===== src/core/mrc_pkg.sv =====
// ****************************************************************
// Reset controller constants
// ****************************************************************
package mrc_pkg;

  // Clock rate and power-on release delays
  localparam int CLK_KHZ       = 10000;
  localparam int POR_DLY_LO_US = 3000;
  localparam int POR_DLY_MD_US = 7000;
  localparam int POR_DLY_HI_US = 15000;
  localparam int POR_CYC_LO    = POR_DLY_LO_US * (CLK_KHZ / 1000);
  localparam int POR_CYC_MD    = POR_DLY_MD_US * (CLK_KHZ / 1000);
  localparam int POR_CYC_HI    = POR_DLY_HI_US * (CLK_KHZ / 1000);
  localparam int DLY_W         = 20;

  // Supply level codes on vbat_level_i
  localparam logic [1:0] VBAT_LOW = 2'h0;
  localparam logic [1:0] VBAT_MID = 2'h1;

  // Watchdog clock divider
  localparam int         WDT_DIV      = 12;
  localparam logic [3:0] WDT_DIV_LAST = 4'(WDT_DIV - 1);

  // Register byte addresses
  localparam logic [3:0] ADDR_CAUSE = 4'h0;
  localparam logic [3:0] ADDR_CTRL  = 4'h4;
  localparam logic [3:0] ADDR_STAT  = 4'h8;

  // Field positions
  localparam int CAUSE_PIN_BIT = 0;
  localparam int CAUSE_POR_BIT = 1;
  localparam int CAUSE_VDD_BIT = 3;
  localparam int CAUSE_SW_BIT  = 4;
  localparam int CTRL_WDT_BIT  = 0;
  localparam int CTRL_EXT_BIT  = 1;

  // Values after reset
  localparam logic [7:0]  PORT_LATCH_RST = 8'hff;
  localparam logic [15:0] FETCH_START    = 16'h0000;
  localparam logic [1:0]  CTRL_RST       = 2'h1;
  localparam logic [4:0]  CAUSE_RST      = 5'h00;

  // Sequencer states
  typedef enum logic [1:0] {
    ST_POWER_UP,
    ST_POR_DELAY,
    ST_HELD,
    ST_RUN
  } mrc_state_t;

endpackage : mrc_pkg


===== src/core/mrc_reset_ctrl.sv =====
`timescale 1ns/100ps

// Notes on behaviour
// Any reset halts the core, loads register defaults, disables interrupts and timers.
// RAM is kept during reset; only the stack pointer returns to default.
// Port latches go to 0xff open-drain; weak pull-ups stay enabled.
// A supply monitor reset drives the reset pin low while held.
// On release the program counter clears and the internal oscillator is selected.
// On release the watchdog runs, clocked by system clock divided by 12.
// Fetch after release always starts at address 0x0000.
// During power-up the reset pin is driven low until above the threshold.
// Release waits 3, 7 or 15 ms by supply level; slow ramp shortens it.
// Leaving a power-on reset sets the power-on flag, bit 1 of the cause register; not set if another source still holds reset when the delay ends.
// Every other reset clears the power-on flag.
// Software reads the power-on flag and treats RAM as undefined after power-up.
// All sources merge into one synchronous reset held until the last condition clears.
module mrc_reset_ctrl
  import mrc_pkg::*;
#(
  parameter int POR_CYC_LO_P = POR_CYC_LO,
  parameter int POR_CYC_MD_P = POR_CYC_MD,
  parameter int POR_CYC_HI_P = POR_CYC_HI
) (
  // Clock and reset
  input  wire logic        clock_i,
  input  wire logic        rst_n_i,
  // Supply monitors
  input  wire logic        por_below_i,
  input  wire logic [1:0]  vbat_level_i,
  input  wire logic        slow_ramp_i,
  input  wire logic        vdd_fail_i,
  // Reset pin
  input  wire logic        rst_pin_i,
  output logic             rst_pin_o,
  output logic             rst_pin_oe_o,
  // Avalon-MM slave
  input  wire logic [3:0]  avs_address_i,
  input  wire logic        avs_read_i,
  input  wire logic        avs_write_i,
  input  wire logic [31:0] avs_writedata_i,
  input  wire logic [3:0]  avs_byteenable_i,
  output logic [31:0]      avs_readdata_o,
  output logic             avs_waitrequest_o,
  // Core and peripheral control
  output logic             sys_rst_o,
  output logic             core_halt_o,
  output logic             sfr_init_o,
  output logic             irq_off_o,
  output logic             timer_off_o,
  output logic             sp_reset_o,
  output logic             ram_wr_block_o,
  output logic [7:0]       port_latch_o,
  output logic             port_od_o,
  output logic             weak_pullup_o,
  output logic [15:0]      pc_o,
  output logic             pc_load_o,
  output logic             clk_int_sel_o,
  output logic             wdt_en_o,
  output logic             wdt_tick_o
);

  // ****************************************************************
  // Reset release
  // ****************************************************************

  logic             rst_meta_r;
  logic             rst_n;
  mrc_state_t       state_r;
  mrc_state_t       state_nxt;
  logic [DLY_W-1:0] cnt_r;
  logic [DLY_W-1:0] dly_lim_r;
  logic [DLY_W-1:0] dly_sel;
  logic             ext_rst;
  logic             sw_rst_r;
  logic             other_src;
  logic             pin_drive_r;
  logic [4:0]       cause_r;
  logic [1:0]       ctrl_r;
  logic [3:0]       div_cnt_r;
  logic             ack_r;
  logic             req;
  logic             wr_acc;
  logic             dly_done;

  // Two-stage release of the external reset
  always_ff @(posedge clock_i or negedge rst_n_i) begin
    if (!rst_n_i) begin
      rst_meta_r <= 1'b0;
      rst_n      <= 1'b0;
    end else begin
      rst_meta_r <= 1'b1;
      rst_n      <= rst_meta_r;
    end
  end

  // ****************************************************************
  // Reset sources
  // ****************************************************************

  // Pin is only an input while this block does not drive it
  assign ext_rst   = !rst_pin_i && !pin_drive_r;
  // merge sources
  assign other_src = ext_rst || vdd_fail_i || sw_rst_r;

  // delay by supply level, halved for a slow ramp
  always_comb begin
    if (vbat_level_i == VBAT_LOW) begin
      dly_sel = DLY_W'(POR_CYC_LO_P);
    end else if (vbat_level_i == VBAT_MID) begin
      dly_sel = DLY_W'(POR_CYC_MD_P);
    end else begin
      dly_sel = DLY_W'(POR_CYC_HI_P);
    end
    if (slow_ramp_i) begin
      dly_sel = dly_sel >> 1;
    end
  end

  assign dly_done = (cnt_r >= dly_lim_r - DLY_W'(1));

  // ****************************************************************
  // Sequencer
  // ****************************************************************

  // next state, slowest release wins
  always_comb begin
    state_nxt = state_r;
    unique case (state_r)
      ST_POWER_UP: begin
        if (!por_below_i) state_nxt = ST_POR_DELAY;
      end
      ST_POR_DELAY: begin
        if (por_below_i) state_nxt = ST_POWER_UP;
        else if (dly_done) state_nxt = other_src ? ST_HELD : ST_RUN;
      end
      ST_HELD: begin
        if (por_below_i) state_nxt = ST_POWER_UP;
        else if (!other_src && !pin_drive_r) state_nxt = ST_RUN;
      end
      ST_RUN: begin
        if (por_below_i) state_nxt = ST_POWER_UP;
        else if (other_src) state_nxt = ST_HELD;
      end
    endcase
  end

  // State register
  always_ff @(posedge clock_i or negedge rst_n) begin
    if (!rst_n) begin
      state_r <= ST_POWER_UP;
    end else begin
      state_r <= state_nxt;
    end
  end

  // release delay counter
  always_ff @(posedge clock_i or negedge rst_n) begin
    if (!rst_n) begin
      cnt_r     <= '0;
      dly_lim_r <= '0;
    end else if (state_r == ST_POWER_UP) begin
      cnt_r     <= '0;
      dly_lim_r <= dly_sel;
    end else if (state_r == ST_POR_DELAY && !dly_done) begin
      cnt_r <= cnt_r + DLY_W'(1);
    end
  end

  // drive the pin low on power-up or supply failure
  always_ff @(posedge clock_i or negedge rst_n) begin
    if (!rst_n) begin
      pin_drive_r <= 1'b1;
    end else begin
      pin_drive_r <= (state_nxt == ST_POWER_UP) ||
                     (state_nxt != ST_RUN && vdd_fail_i);
    end
  end

  assign rst_pin_o    = 1'b0;
  assign rst_pin_oe_o = pin_drive_r;

  // ****************************************************************
  // Reset outputs
  // ****************************************************************

  // hold defaults while in reset
  always_ff @(posedge clock_i or negedge rst_n) begin
    if (!rst_n) begin
      sys_rst_o    <= 1'b1;
      port_latch_o <= PORT_LATCH_RST;
      pc_o         <= FETCH_START;
      pc_load_o    <= 1'b0;
    end else begin
      sys_rst_o <= (state_nxt != ST_RUN);
      pc_load_o <= (state_nxt == ST_RUN) && (state_r != ST_RUN);
      if (state_nxt != ST_RUN) begin
        port_latch_o <= PORT_LATCH_RST;
        pc_o         <= FETCH_START;
      end
    end
  end

  assign core_halt_o    = sys_rst_o;
  assign sfr_init_o     = sys_rst_o;
  assign irq_off_o      = sys_rst_o;
  assign timer_off_o    = sys_rst_o;
  assign sp_reset_o     = sys_rst_o;
  // RAM writes blocked, contents kept
  assign ram_wr_block_o = sys_rst_o;
  assign port_od_o      = sys_rst_o;
  assign weak_pullup_o  = 1'b1;
  assign clk_int_sel_o  = !ctrl_r[CTRL_EXT_BIT];
  assign wdt_en_o       = ctrl_r[CTRL_WDT_BIT] && !sys_rst_o;

  // ****************************************************************
  // Watchdog clock
  // ****************************************************************

  // divide system clock by twelve
  always_ff @(posedge clock_i or negedge rst_n) begin
    if (!rst_n) begin
      div_cnt_r  <= '0;
      wdt_tick_o <= 1'b0;
    end else if (!wdt_en_o) begin
      div_cnt_r  <= '0;
      wdt_tick_o <= 1'b0;
    end else begin
      wdt_tick_o <= (div_cnt_r == WDT_DIV_LAST);
      div_cnt_r  <= (div_cnt_r == WDT_DIV_LAST) ? '0 : div_cnt_r + 4'h1;
    end
  end

  // ****************************************************************
  // Register slave
  // ****************************************************************

  assign req               = avs_read_i || avs_write_i;
  assign avs_waitrequest_o = req && !ack_r;
  assign wr_acc            = avs_write_i && ack_r;

  // One wait state, read data captured with it
  always_ff @(posedge clock_i or negedge rst_n) begin
    if (!rst_n) begin
      ack_r          <= 1'b0;
      avs_readdata_o <= '0;
    end else begin
      ack_r <= req && !ack_r;
      if (avs_read_i && !ack_r) begin
        unique case (avs_address_i)
          ADDR_CAUSE: avs_readdata_o <= {27'h0, cause_r};
          ADDR_CTRL:  avs_readdata_o <= {30'h0, ctrl_r};
          ADDR_STAT:  avs_readdata_o <= {30'h0, state_r};
          default:    avs_readdata_o <= '0;
        endcase
      end
    end
  end

  // Software reset request
  always_ff @(posedge clock_i or negedge rst_n) begin
    if (!rst_n) begin
      sw_rst_r <= 1'b0;
    end else if (state_r == ST_HELD) begin
      sw_rst_r <= 1'b0;
    end else if (wr_acc && avs_address_i == ADDR_CAUSE && avs_byteenable_i[0]) begin
      sw_rst_r <= avs_writedata_i[CAUSE_SW_BIT];
    end
  end

  // control back to defaults in reset
  always_ff @(posedge clock_i or negedge rst_n) begin
    if (!rst_n) begin
      ctrl_r <= CTRL_RST;
    end else if (state_r != ST_RUN) begin
      ctrl_r <= CTRL_RST;
    end else if (wr_acc && avs_address_i == ADDR_CTRL && avs_byteenable_i[0]) begin
      ctrl_r <= avs_writedata_i[1:0];
    end
  end

  // reset cause capture
  always_ff @(posedge clock_i or negedge rst_n) begin
    if (!rst_n) begin
      cause_r <= CAUSE_RST;
    end else if (state_r == ST_POR_DELAY && state_nxt == ST_RUN) begin
      cause_r <= 5'h0 | (5'h1 << CAUSE_POR_BIT);
    end else if (state_nxt == ST_HELD && state_r != ST_HELD) begin
      cause_r <= {sw_rst_r, vdd_fail_i, 2'b00, ext_rst};
    end else if (state_r == ST_HELD) begin
      cause_r <= cause_r | {sw_rst_r, vdd_fail_i, 2'b00, ext_rst};
    end
  end
endmodule : mrc_reset_ctrl


===== config.mk =====
export PLATFORM = sky130hd
export DESIGN_NAME = mrc_reset_ctrl
export DESIGN_NICKNAME = d
export VERILOG_FILES = /design/src/core/mrc_pkg.sv /design/src/core/mrc_reset_ctrl.sv
export SDC_FILE = /design/constraint.sdc
export NUM_CORES = 1
export LEC_CHECK = 0
export ABC_AREA = 1
export BUFFER_PORTS_ARGS = -buffer_cell sky130_fd_sc_hd__buf_4
export CAP_MARGIN = 0
export CELL_PAD_IN_SITES_DETAIL_PLACEMENT = 0
export CELL_PAD_IN_SITES_GLOBAL_PLACEMENT = 1
export CORE_MARGIN = 10
export CORE_UTILIZATION = 30
export CTS_CLUSTER_DIAMETER = 40
export DETAILED_ROUTE_END_ITERATION = 10
export PLACE_DENSITY = 0.75
export RECOVER_POWER = 50
export SLEW_MARGIN = 20
export SYNTH_ARGS = -nofsm -noshare
export SYNTH_HDL_FRONTEND = slang
export SYNTH_SLANG_ARGS = --single-unit

===== constraint.sdc =====
create_clock -name clock_i -period 2.5 [get_ports clock_i]
set_input_delay 0.125 -clock clock_i [delete_from_list [all_inputs] [get_ports clock_i]]
set_output_delay 0.125 -clock clock_i [all_outputs]
set_load 0.01 [all_outputs]

==> results.json, run 1 <==
{
  "netlist_area_mm2": 0.00418,
  "yosys_most_used_dff": "dfrtp_1",
  "power_uw": 2660,
  "cts_sinks": 60,
  "synth-edff-count": 0,
  "area_growth_pct": 23.1,
  "fmax_mhz": 321,
  "ys_seq_elements": 60,
  "multi_input_area_mm2": 0.00231,
  "synth.area.top_cells": "dfrtp_1, buf_4, nand2_1",
  "grt_pass1_vias": 3508,
  "ys_seq_area_share_pct": 36.0,
  "drc": 0,
  "cp_max_fo": 5,
  "hold_ws_ps": 17.0,
  "post_drt_wl_per_cell_um": 13.0,
  "grt_antenna_before_repair": 0,
  "endpoint_kind": "register",
  "clk_pin_slew_ps": 60,
  "critPathLaunchType": "register",
  "final_area_mm2": 0.00514,
  "port_buffers": 36,
  "cts_buffers": 9,
  "finClkSkew_ps": 9.21,
  "ys_top_cells_by_count": "nand2_1, buf_4, inv_1",
  "period_minus_slack_ps": 3110,
  "core_area_mm2": 0.0138,
  "ys_types": 45,
  "grt.overflow.total": 0,
  "slew_viol_final": 0,
  "cts-htree-levels": 3,
  "async_reset_ff_share_pct": 100,
  "vias": 3370,
  "vias_per_cell": 4.37,
  "rsz0062_at_grt": "true",
  "finalCritPeriodShare_pct": 124,
  "num_rows": 43,
  "grt_max_degree": 25,
  "grt_pass1_wl_um": 16900,
  "start_util_pct": 30.3,
  "fillers": 1436,
  "firstDrtPassIters": 4,
  "drive_above_1_share_pct": 23.5,
  "final_antenna_net_count": 0,
  "cp.required_ps": 2780,
  "num_io_pins": 122,
  "power.density_mw_per_mm2": 517,
  "cap_violations": 0,
  "cts_root_buf": "clkbuf_16",
  "clock_latency_ps": 340,
  "cts_tree": "yes",
  "die_h_um": 138,
  "violations": "negative setup slack",
  "outcome": "finished with violations",
  "place_congestion": 0.829,
  "worstPathArrival_ps": 3390,
  "grt_usage_pct": 10.4,
  "hold_viol_final": 0,
  "finalWirelength_um": 10100,
  "dp.final_hpwl_um": 7790,
  "place_ws_ps": -646,
  "leakage_uw": 0.00251,
  "synth_top_area_share_pct": 34.1,
  "hp-class": "input port to register",
  "dieWidth_um": 138,
  "drt-initial-drc-count": 128,
  "yosysWarnings": 0,
  "ir_worst_vdd_mv": 0.299,
  "synth.most_common_cell": "nand2_1",
  "place_area_mm2": 0.00468,
  "netlist_instances": 514,
  "antenna_cells": 0,
  "crit_type": "register to register",
  "nets": 659,
  "setup_viol": 28,
  "ff_latch_area_mm2": 0.00151,
  "cts_buffer_depth": 2,
  "worst_pin_slew_ps": 1030,
  "setup_slack_ps": -612,
  "netlist.top_cell.by_area": "dfrtp_1",
  "relSlewSlack_pct": 31.4,
  "die_area_mm2": 0.0191,
  "synth_area_per_cell_um2": 8.13
}
==> routing by layer <==
layer,track usage (%),vias up,wire (µm),part of all wire (%)
met2,17.9,58,5060,50
li1,-,1687,-,-
met5,0,-,0,0
met3,2.43,17,335,3.3
met4,3.83,0,151,1.5
met1,12.4,1608,4520,45
==> final timing paths <==
| kind | startpoint | to | slack, ps | depth (start not counted) |
|---|---|---|---|---|
| hold reg to reg | rst_meta_r$_DFF_PN0_ | rst_n$_DFF_PN0_ | 350 | 0 |
| max in group asynchronous | rst_n$_DFF_PN0_ | cnt_r[0]$_DFFE_PN0P_ | 630 | 1 |
| setup / recovery | dly_lim_r[3]$_DFFE_PN0P_ | cause_r[3]$_DFFE_PN0P_ | -610 | 23 |
| hold / removal | vdd_fail_i | cause_r[3]$_DFFE_PN0P_ | 20 | 3 |
| min in group asynchronous | rst_n_i | rst_meta_r$_DFF_PN0_ | 100 | 2 |
| setup reg to reg | dly_lim_r[3]$_DFFE_PN0P_ | cause_r[3]$_DFFE_PN0P_ | -610 | 23 |
==> final cells by class <==
cell class	instances	area share, %
multi-input combinational	373	44.9
tap	180	4.38
timing repair buffer	77	11.0
clock buffer	13	5.25
sequential	60	29.3
inverter	65	4.79
clock inverter	3	0.413
==> cell usage in the layout (no fill, tap or decap), types with 2 or more instances in the layout <==
master and n:
clkbuf_16 9, nor2_4 2, nor4_1 3, o31ai_4 6
nor3_4 6, dfrtp_1 57, xnor2_1 8, o31ai_1 3
nand2_2 10, o21ai_0 22, nor3_2 3, inv_2 4
nand4_1 9, a31oi_1 2, conb_1 54, nand2_4 3
a21oi_1 14, clkbuf_1 12, clkbuf_8 3, dfstp_2 3
xor2_1 16, nand3b_1 2, nand3_1 25, nor3_1 5
ha_4 2, buf_4 62, nor2_1 43, nand3_4 2
nor2_2 4, nand2_1 89, ha_1 21, buf_12 2
o21ai_1 2, inv_1 60, nand3_2 4
==> cells by family after synthesis <==
| logic type | count (synthesis) | share of synthesized area [%] |
|---|---|---|
| flops | 60 | 36.0 |
| buf+inv | 133 | 18.1 |
| xor+xnor | 24 | 5.03 |
| other cells | 2 | 0.180 |
| compound gates | 57 | 8.20 |
| fa+ha+maj | 23 | 6.89 |
| simple gates | 215 | 25.5 |
==> critical path, cell delays in order, from the launching register on <==
cell,delay [ps]
dfrtp_1,380
inv_2,90
ha_4,150
nand2_4,60
nor3_4,120
nand2_1,80
nor2_2,130
nand3_2,110
nor3_4,170
nand2_1,90
xor2_1,150
ha_1,290
nand2_1,90
nor2_4,150
nand2_2,90
nor2_4,140
nand2_4,70
nand4_4,130
nand2_4,100
nor2_8,140
nand3_4,110
nand3_2,90
nand2_1,60
nand2_1,50
==> report_power, final <==
group / internal (µW) / leakage (µW) / switching [µW]
combinational: 140 / 0.00159 / 228
sequential: 1030 / 0.000777 / 58.9
clock: 752 / 0.000142 / 450
==> through the flow <==
| stage | utilization, % | setup TNS (ps) | instances |
|---|---|---|---|
| after floorplan | - | -9770 | 566 |
| after global placement | 34.0 | -14640 | 748 |
| after detailed placement | 34.0 | -15830 | 748 |
| after CTS | 36.6 | -15410 | 768 |
| after global routing | 37.4 | -21590 | 771 |
| final | 37.4 | -14560 | 771 |
==> flip-flops by register name, indices dropped and copies added (netlist names) <==
register and count:
rst_meta_r 1, pc_load_o 1, ack_r 1, core_halt_o 1, cnt_r 20, dly_lim_r 15
state_r 2, rst_n 1, cause_r 4, ctrl_r 2, avs_readdata_o 5, sw_rst_r 1
div_cnt_r 4, wdt_tick_o 1, rst_pin_oe_o 1
==> repair_timing <==
action	in CTS	in global routing
setup buffers	3	3
gates resized for setup	8	23
pin swaps	7	11
hold endpoints to repair	2	0
cloned	0	0
hold buffers	1	0
endpoints found under the setup margin	28	28
No activity file was read; power rests on OpenSTA's default activity.
==> run 2, diff against run 1 <==
--- a/config.mk
+++ b/config.mk
@@ -11,10 +11,10 @@
 export CELL_PAD_IN_SITES_DETAIL_PLACEMENT = 0
 export CELL_PAD_IN_SITES_GLOBAL_PLACEMENT = 1
 export CORE_MARGIN = 10
-export CORE_UTILIZATION = 30
+export CORE_UTILIZATION = 23
 export CTS_CLUSTER_DIAMETER = 40
 export DETAILED_ROUTE_END_ITERATION = 10
-export PLACE_DENSITY = 0.75
+export PLACE_DENSITY = 0.62
 export RECOVER_POWER = 50
 export SLEW_MARGIN = 20
 export SYNTH_ARGS = -nofsm -noshare
==> results.json, run 2 (synthesized netlist as in run 1, its figures left out) <==
{
  "place_area_mm2": 0.00475,
  "hold_ws_ps": 9.70,
  "drive_above_1_share_pct": 28.7,
  "grt_usage_pct": 9.06,
  "vias_per_cell": 4.15,
  "outcome": "finished with violations",
  "finalNonFillerCells": 831,
  "worst_pin_slew_ps": 1110,
  "final_antenna_net_count": 0,
  "grt.overflow.total": 0,
  "setup_viol": 28,
  "rsz0062_at_grt": "true",
  "clock_latency_ps": 340,
  "dp.final_hpwl_um": 8410,
  "cts_sinks": 60,
  "grt_pass1_vias": 3579,
  "hp-class": "input port to register",
  "final_area_mm2": 0.00534,
  "area_growth_pct": 27.8,
  "power.density_mw_per_mm2": 506,
  "clk_pin_slew_ps": 60,
  "cts_buffers": 9,
  "cts-htree-levels": 3,
  "dpl.cell_count": 798,
  "finalCritPeriodShare_pct": 127,
  "violations": "negative setup slack",
  "leakage_uw": 0.00260,
  "grt_antenna_before_repair": 0,
  "core_area_mm2": 0.0179,
  "cts_tree": "yes",
  "critPathLaunchType": "register",
  "die_area_mm2": 0.0240,
  "port_buffers": 36,
  "nets": 670,
  "vias": 3447,
  "fmax_mhz": 315,
  "drt-initial-drc-count": 126,
  "worstPathArrival_ps": 3410,
  "multi_input_area_mm2": 0.00231,
  "regMostFlops": "cnt_r",
  "reg_top3": "cnt_r: 20 flops, dly_lim_r: 15 flops, avs_readdata_o: 5 flops",
  "num_rows": 49,
  "slew_viol_final": 0,
  "finalWirelength_um": 10700,
  "period_minus_slack_ps": 3170,
  "place_congestion": 0.836,
  "crit_type": "register to register",
  "ir_worst_vdd_mv": 0.314,
  "cts_buffer_depth": 2,
  "dieWidth_um": 155,
  "cp.required_ps": 2730,
  "antenna_cells": 0,
  "grt_pass1_wl_um": 17600,
  "relSlewSlack_pct": 26.0,
  "layout_common_cells": "nand2_1, buf_4, inv_1",
  "cp_max_fo": 5,
  "cap_violations": 0,
  "fillers": 1947,
  "ff_latch_area_mm2": 0.00151,
  "fin_tns_setup_ps": -15080,
  "largest_register_ffs": 20,
  "num_io_pins": 122,
  "finClkSkew_ps": 7.64,
  "post_drt_wl_per_cell_um": 12.9,
  "start_util_pct": 23.3,
  "setup_slack_ps": -675,
  "firstDrtPassIters": 4,
  "final_common_cell": "nand2_1",
  "grt_max_degree": 22,
  "endpoint_kind": "register",
  "hold_viol_final": 0,
  "cts_root_buf": "clkbuf_16",
  "drc": 0,
  "die_h_um": 155
}
run 2: changes by cell type in the layout (fill, tap and decap cells not counted), moves of 5 or more:
cell      previous run  this run
buf_4               62        74
clkbuf_1            12         5
nand2_1             89        80
nand2_2             10        20
buf_6                1         6
run 2: final timing paths:
check | end | from | depth (start not counted) | slack (ps)
setup / recovery | cnt_r[4]$_DFFE_PN0P_ | dly_lim_r[3]$_DFFE_PN0P_ | 23 | -670
hold / removal | state_r[0]$_DFF_PN0_ | por_below_i | 2 | 10
setup reg to reg | cnt_r[4]$_DFFE_PN0P_ | dly_lim_r[3]$_DFFE_PN0P_ | 23 | -670
hold reg to reg | state_r[0]$_DFF_PN0_ | rst_n$_DFF_PN0_ | 0 | 330
max in group asynchronous | cnt_r[3]$_DFFE_PN0P_ | rst_n$_DFF_PN0_ | 1 | 680
min in group asynchronous | rst_meta_r$_DFF_PN0_ | rst_n_i | 2 | 90
run 2: critical path: stages, from the launching register on:
cell	delay, ps
dfrtp_1	380
inv_2	100
ha_4	150
nand2_4	50
nor3_4	130
nand2_1	80
nor2_2	120
buf_4	130
buf_4	90
buf_4	80
buf_4	90
xor2_1	150
ha_1	260
a21o_1	190
nor2_1	110
nand2_1	80
nand2_2	120
nand4_4	130
buf_12	170
nor3_4	160
buf_4	150
nand2_1	40
nand2_1	50
nor2_1	40
run 2: cell type report:
| cell class | instances | area share [%] |
|---|---|---|
| multi-input combinational | 373 | 43.3 |
| sequential | 60 | 28.2 |
| timing repair buffer | 88 | 13.0 |
| tap | 229 | 5.37 |
| clock buffer | 13 | 5.06 |
| inverter | 65 | 4.71 |
| clock inverter | 3 | 0.375 |
run 2: stage by stage:
stage / setup WS, ps / utilization, % / total power [µW]
floorplan: -424 / - / 1380
global placement: -614 / 26.5 / 1450
detailed placement: -721 / 26.5 / 1460
CTS: -639 / 28.7 / 2700
global route: -939 / 29.8 / 2850
finish: -675 / 29.8 / 2700
run 2: metal layers:
layer	wire, µm	up-vias	GRT usage, %
li1	-	1710	-
met1	4790	1655	10.7
met2	5420	71	15.1
met3	394	11	3.02
met4	142	0	3.06
met5	0	-	0
run 2: where the power goes:
group | total, µW | internal [µW] | switching, µW
Combinational | 395 | 158 | 238
Sequential | 1090 | 1030 | 63.5
Clock | 1210 | 750 | 462
Total | 2700 | 1940 | 764
run 2: repair_timing:
action	4_1_cts	5_1_grt
hold buffers	2	0
hold endpoints to repair	3	0
gates resized for setup	13	37
pin swaps	6	9
setup buffers	6	11
endpoints found under the setup margin	28	28
==> run 3, diff against run 2 <==
--- a/config.mk
+++ b/config.mk
@@ -11,11 +11,13 @@
 export CELL_PAD_IN_SITES_DETAIL_PLACEMENT = 0
 export CELL_PAD_IN_SITES_GLOBAL_PLACEMENT = 1
 export CORE_MARGIN = 10
-export CORE_UTILIZATION = 23
+export CORE_UTILIZATION = 39
+export CTS_BUF_LIST = sky130_fd_sc_hd__clkbuf_2 sky130_fd_sc_hd__clkbuf_4 sky130_fd_sc_hd__clkbuf_8
 export CTS_CLUSTER_DIAMETER = 40
 export DETAILED_ROUTE_END_ITERATION = 10
-export PLACE_DENSITY = 0.62
+export PLACE_DENSITY = 0.92
 export RECOVER_POWER = 50
+export SKIP_CTS_REPAIR_TIMING = 1
 export SLEW_MARGIN = 20
 export SYNTH_ARGS = -nofsm -noshare
 export SYNTH_HDL_FRONTEND = slang
==> results.json, run 3 (synthesized netlist as in run 1, its figures left out) <==
{
  "slew_viol_final": 0,
  "leakage_uw": 0.00259,
  "grt_pass1_wl_um": 15600,
  "ir_worst_vdd_mv": 0.482,
  "nets": 660,
  "antenna_cells": 0,
  "reg_top3": "cnt_r: 20 flops, dly_lim_r: 15 flops, avs_readdata_o: 5 flops",
  "endpoint_kind": "register",
  "cp_max_fo": 5,
  "worstHoldEndpoint": "state_r[0]$_DFF_PN0_",
  "drt-initial-drc-count": 168,
  "place_congestion": 0.891,
  "crit_type": "register to register",
  "power_uw": 2540,
  "relSlewSlack_pct": 36.7,
  "worstPathArrival_ps": 3530,
  "rr_endpoint": "cause_r[0]$_DFFE_PN0P_",
  "grt_max_degree": 36,
  "outcome": "finished with violations",
  "grt.overflow.total": 0,
  "reg2reg_slack_ps": -740,
  "place_area_mm2": 0.00462,
  "layout_common_cells": "nand2_1, buf_4, inv_1",
  "grt_pass1_vias": 3493,
  "reg2regPathDepth": 23,
  "period_minus_slack_ps": 3240,
  "cp.required_ps": 2790,
  "cap_violations": 0,
  "vias": 3478,
  "hold_viol_final": 0,
  "area_growth_pct": 22.9,
  "drive_above_1_share_pct": 27.5,
  "die_h_um": 124,
  "num_io_pins": 122,
  "largest_register_ffs": 20,
  "critPathLaunchType": "register",
  "dp.final_hpwl_um": 7540,
  "cts_sinks": 60,
  "fmax_mhz": 309,
  "clk_pin_slew_ps": 80,
  "firstDrtPassIters": 4,
  "r2r_start": "dly_lim_r[5]$_DFFE_PN0P_",
  "grt_usage_pct": 12.7,
  "finalWirelength_um": 10200,
  "grt_antenna_before_repair": 0,
  "final_area_mm2": 0.00514,
  "num_rows": 37,
  "core_area_mm2": 0.0104,
  "final_common_cell": "nand2_1",
  "worst_pin_slew_ps": 949,
  "port_buffers": 36,
  "power.density_mw_per_mm2": 494,
  "violations": "negative setup slack",
  "cts_buffer_depth": 2,
  "cts_root_buf": "clkbuf_8",
  "dieWidth_um": 124,
  "hold_start": "por_below_i",
  "final_antenna_net_count": 0,
  "cts_buffers": 9,
  "vias_per_cell": 4.78,
  "die_area_mm2": 0.0153,
  "rsz0062_at_grt": "true",
  "fillers": 1025,
  "finalCritPeriodShare_pct": 129,
  "clock_latency_ps": 350,
  "hold_depth": 2,
  "drc": 0,
  "hp-class": "input port to register",
  "cts-htree-levels": 3,
  "regMostFlops": "cnt_r",
  "setup_viol": 28,
  "cts_tree": "yes",
  "place_ws_ps": -657,
  "setup_slack_ps": -735,
  "finClkSkew_ps": 13.6,
  "utilization_pct": 49.5,
  "post_drt_wl_per_cell_um": 14.0,
  "start_util_pct": 40.3
}
==> run 3: how the worst max path moves through the flow <==
stage / start / to / slack [ps] / cells after the start
2_1_floorplan: dly_lim_r[3]$_DFFE_PN0P_ / cnt_r[15]$_DFFE_PN0P_ / -420 / 22
3_3_place_gp: dly_lim_r[4]$_DFFE_PN0P_ / cause_r[4]$_DFFE_PN0P_ / -530 / 22
3_5_place_dp: dly_lim_r[4]$_DFFE_PN0P_ / cnt_r[6]$_DFFE_PN0P_ / -660 / 21
4_1_cts: dly_lim_r[4]$_DFFE_PN0P_ / cnt_r[6]$_DFFE_PN0P_ / -710 / 23
5_1_grt: dly_lim_r[5]$_DFFE_PN0P_ / cause_r[3]$_DFFE_PN0P_ / -1040 / 23
6_report: dly_lim_r[5]$_DFFE_PN0P_ / cause_r[0]$_DFFE_PN0P_ / -740 / 23
==> run 3: worst max-delay path: stages, from the launching register on <==
cell	delay, ps
dfrtp_1	410
nor2_1	140
nand2_1	120
nor3_4	160
nand3_2	100
nor2_2	100
nand2_2	70
nor3_4	150
nand3b_1	160
nor2_1	150
nand2_1	110
ha_4	290
nand2_4	60
nor2_4	150
nand2_2	70
nor2_2	110
nand2_2	90
nand4_4	130
nand2_4	100
nor2_8	180
nand3_4	110
nand3_2	100
nand2_1	50
nand2_1	60
==> run 3: area by class of cell <==
type	instances	area, µm²	share of cell area (%)
clock buffers	10	131	2.56
multi-input cells	373	2310	44.9
well taps	136	170	3.31
repair buffers	77	639	12.4
flip-flops and latches	60	1510	29.3
clock inverters	6	111	2.17
inverters	65	256	4.99
repair inverters	1	16.3	0.317
==> run 3: routing by layer <==
metal | GRT usage [%] | part of all wire (%) | wire length [µm] | vias to the layer above
met5 | 0 | 0 | 0 | -
met4 | 6.62 | 2.4 | 240 | 0
met3 | 1.91 | 4.0 | 411 | 18
met2 | 22.3 | 53 | 5410 | 96
met1 | 14.6 | 41 | 4140 | 1668
li1 | - | - | - | 1696
==> run 3: stage by stage <==
step	TNS, ps	instances	hold WS (ps)
2_1_floorplan	-9770	566	-171
3_3_place_gp	-12900	700	-91.4
3_5_place_dp	-16480	700	-89.7
4_1_cts	-17610	716	-461
5_1_grt	-25510	728	14.1
6_report	-17520	728	7.80
==> run 3: report_power, final <==
group | total [µW] | switching (µW) | internal, µW
clock network | 1080 | 404 | 675
logic | 373 | 229 | 144
registers | 1090 | 60.5 | 1030
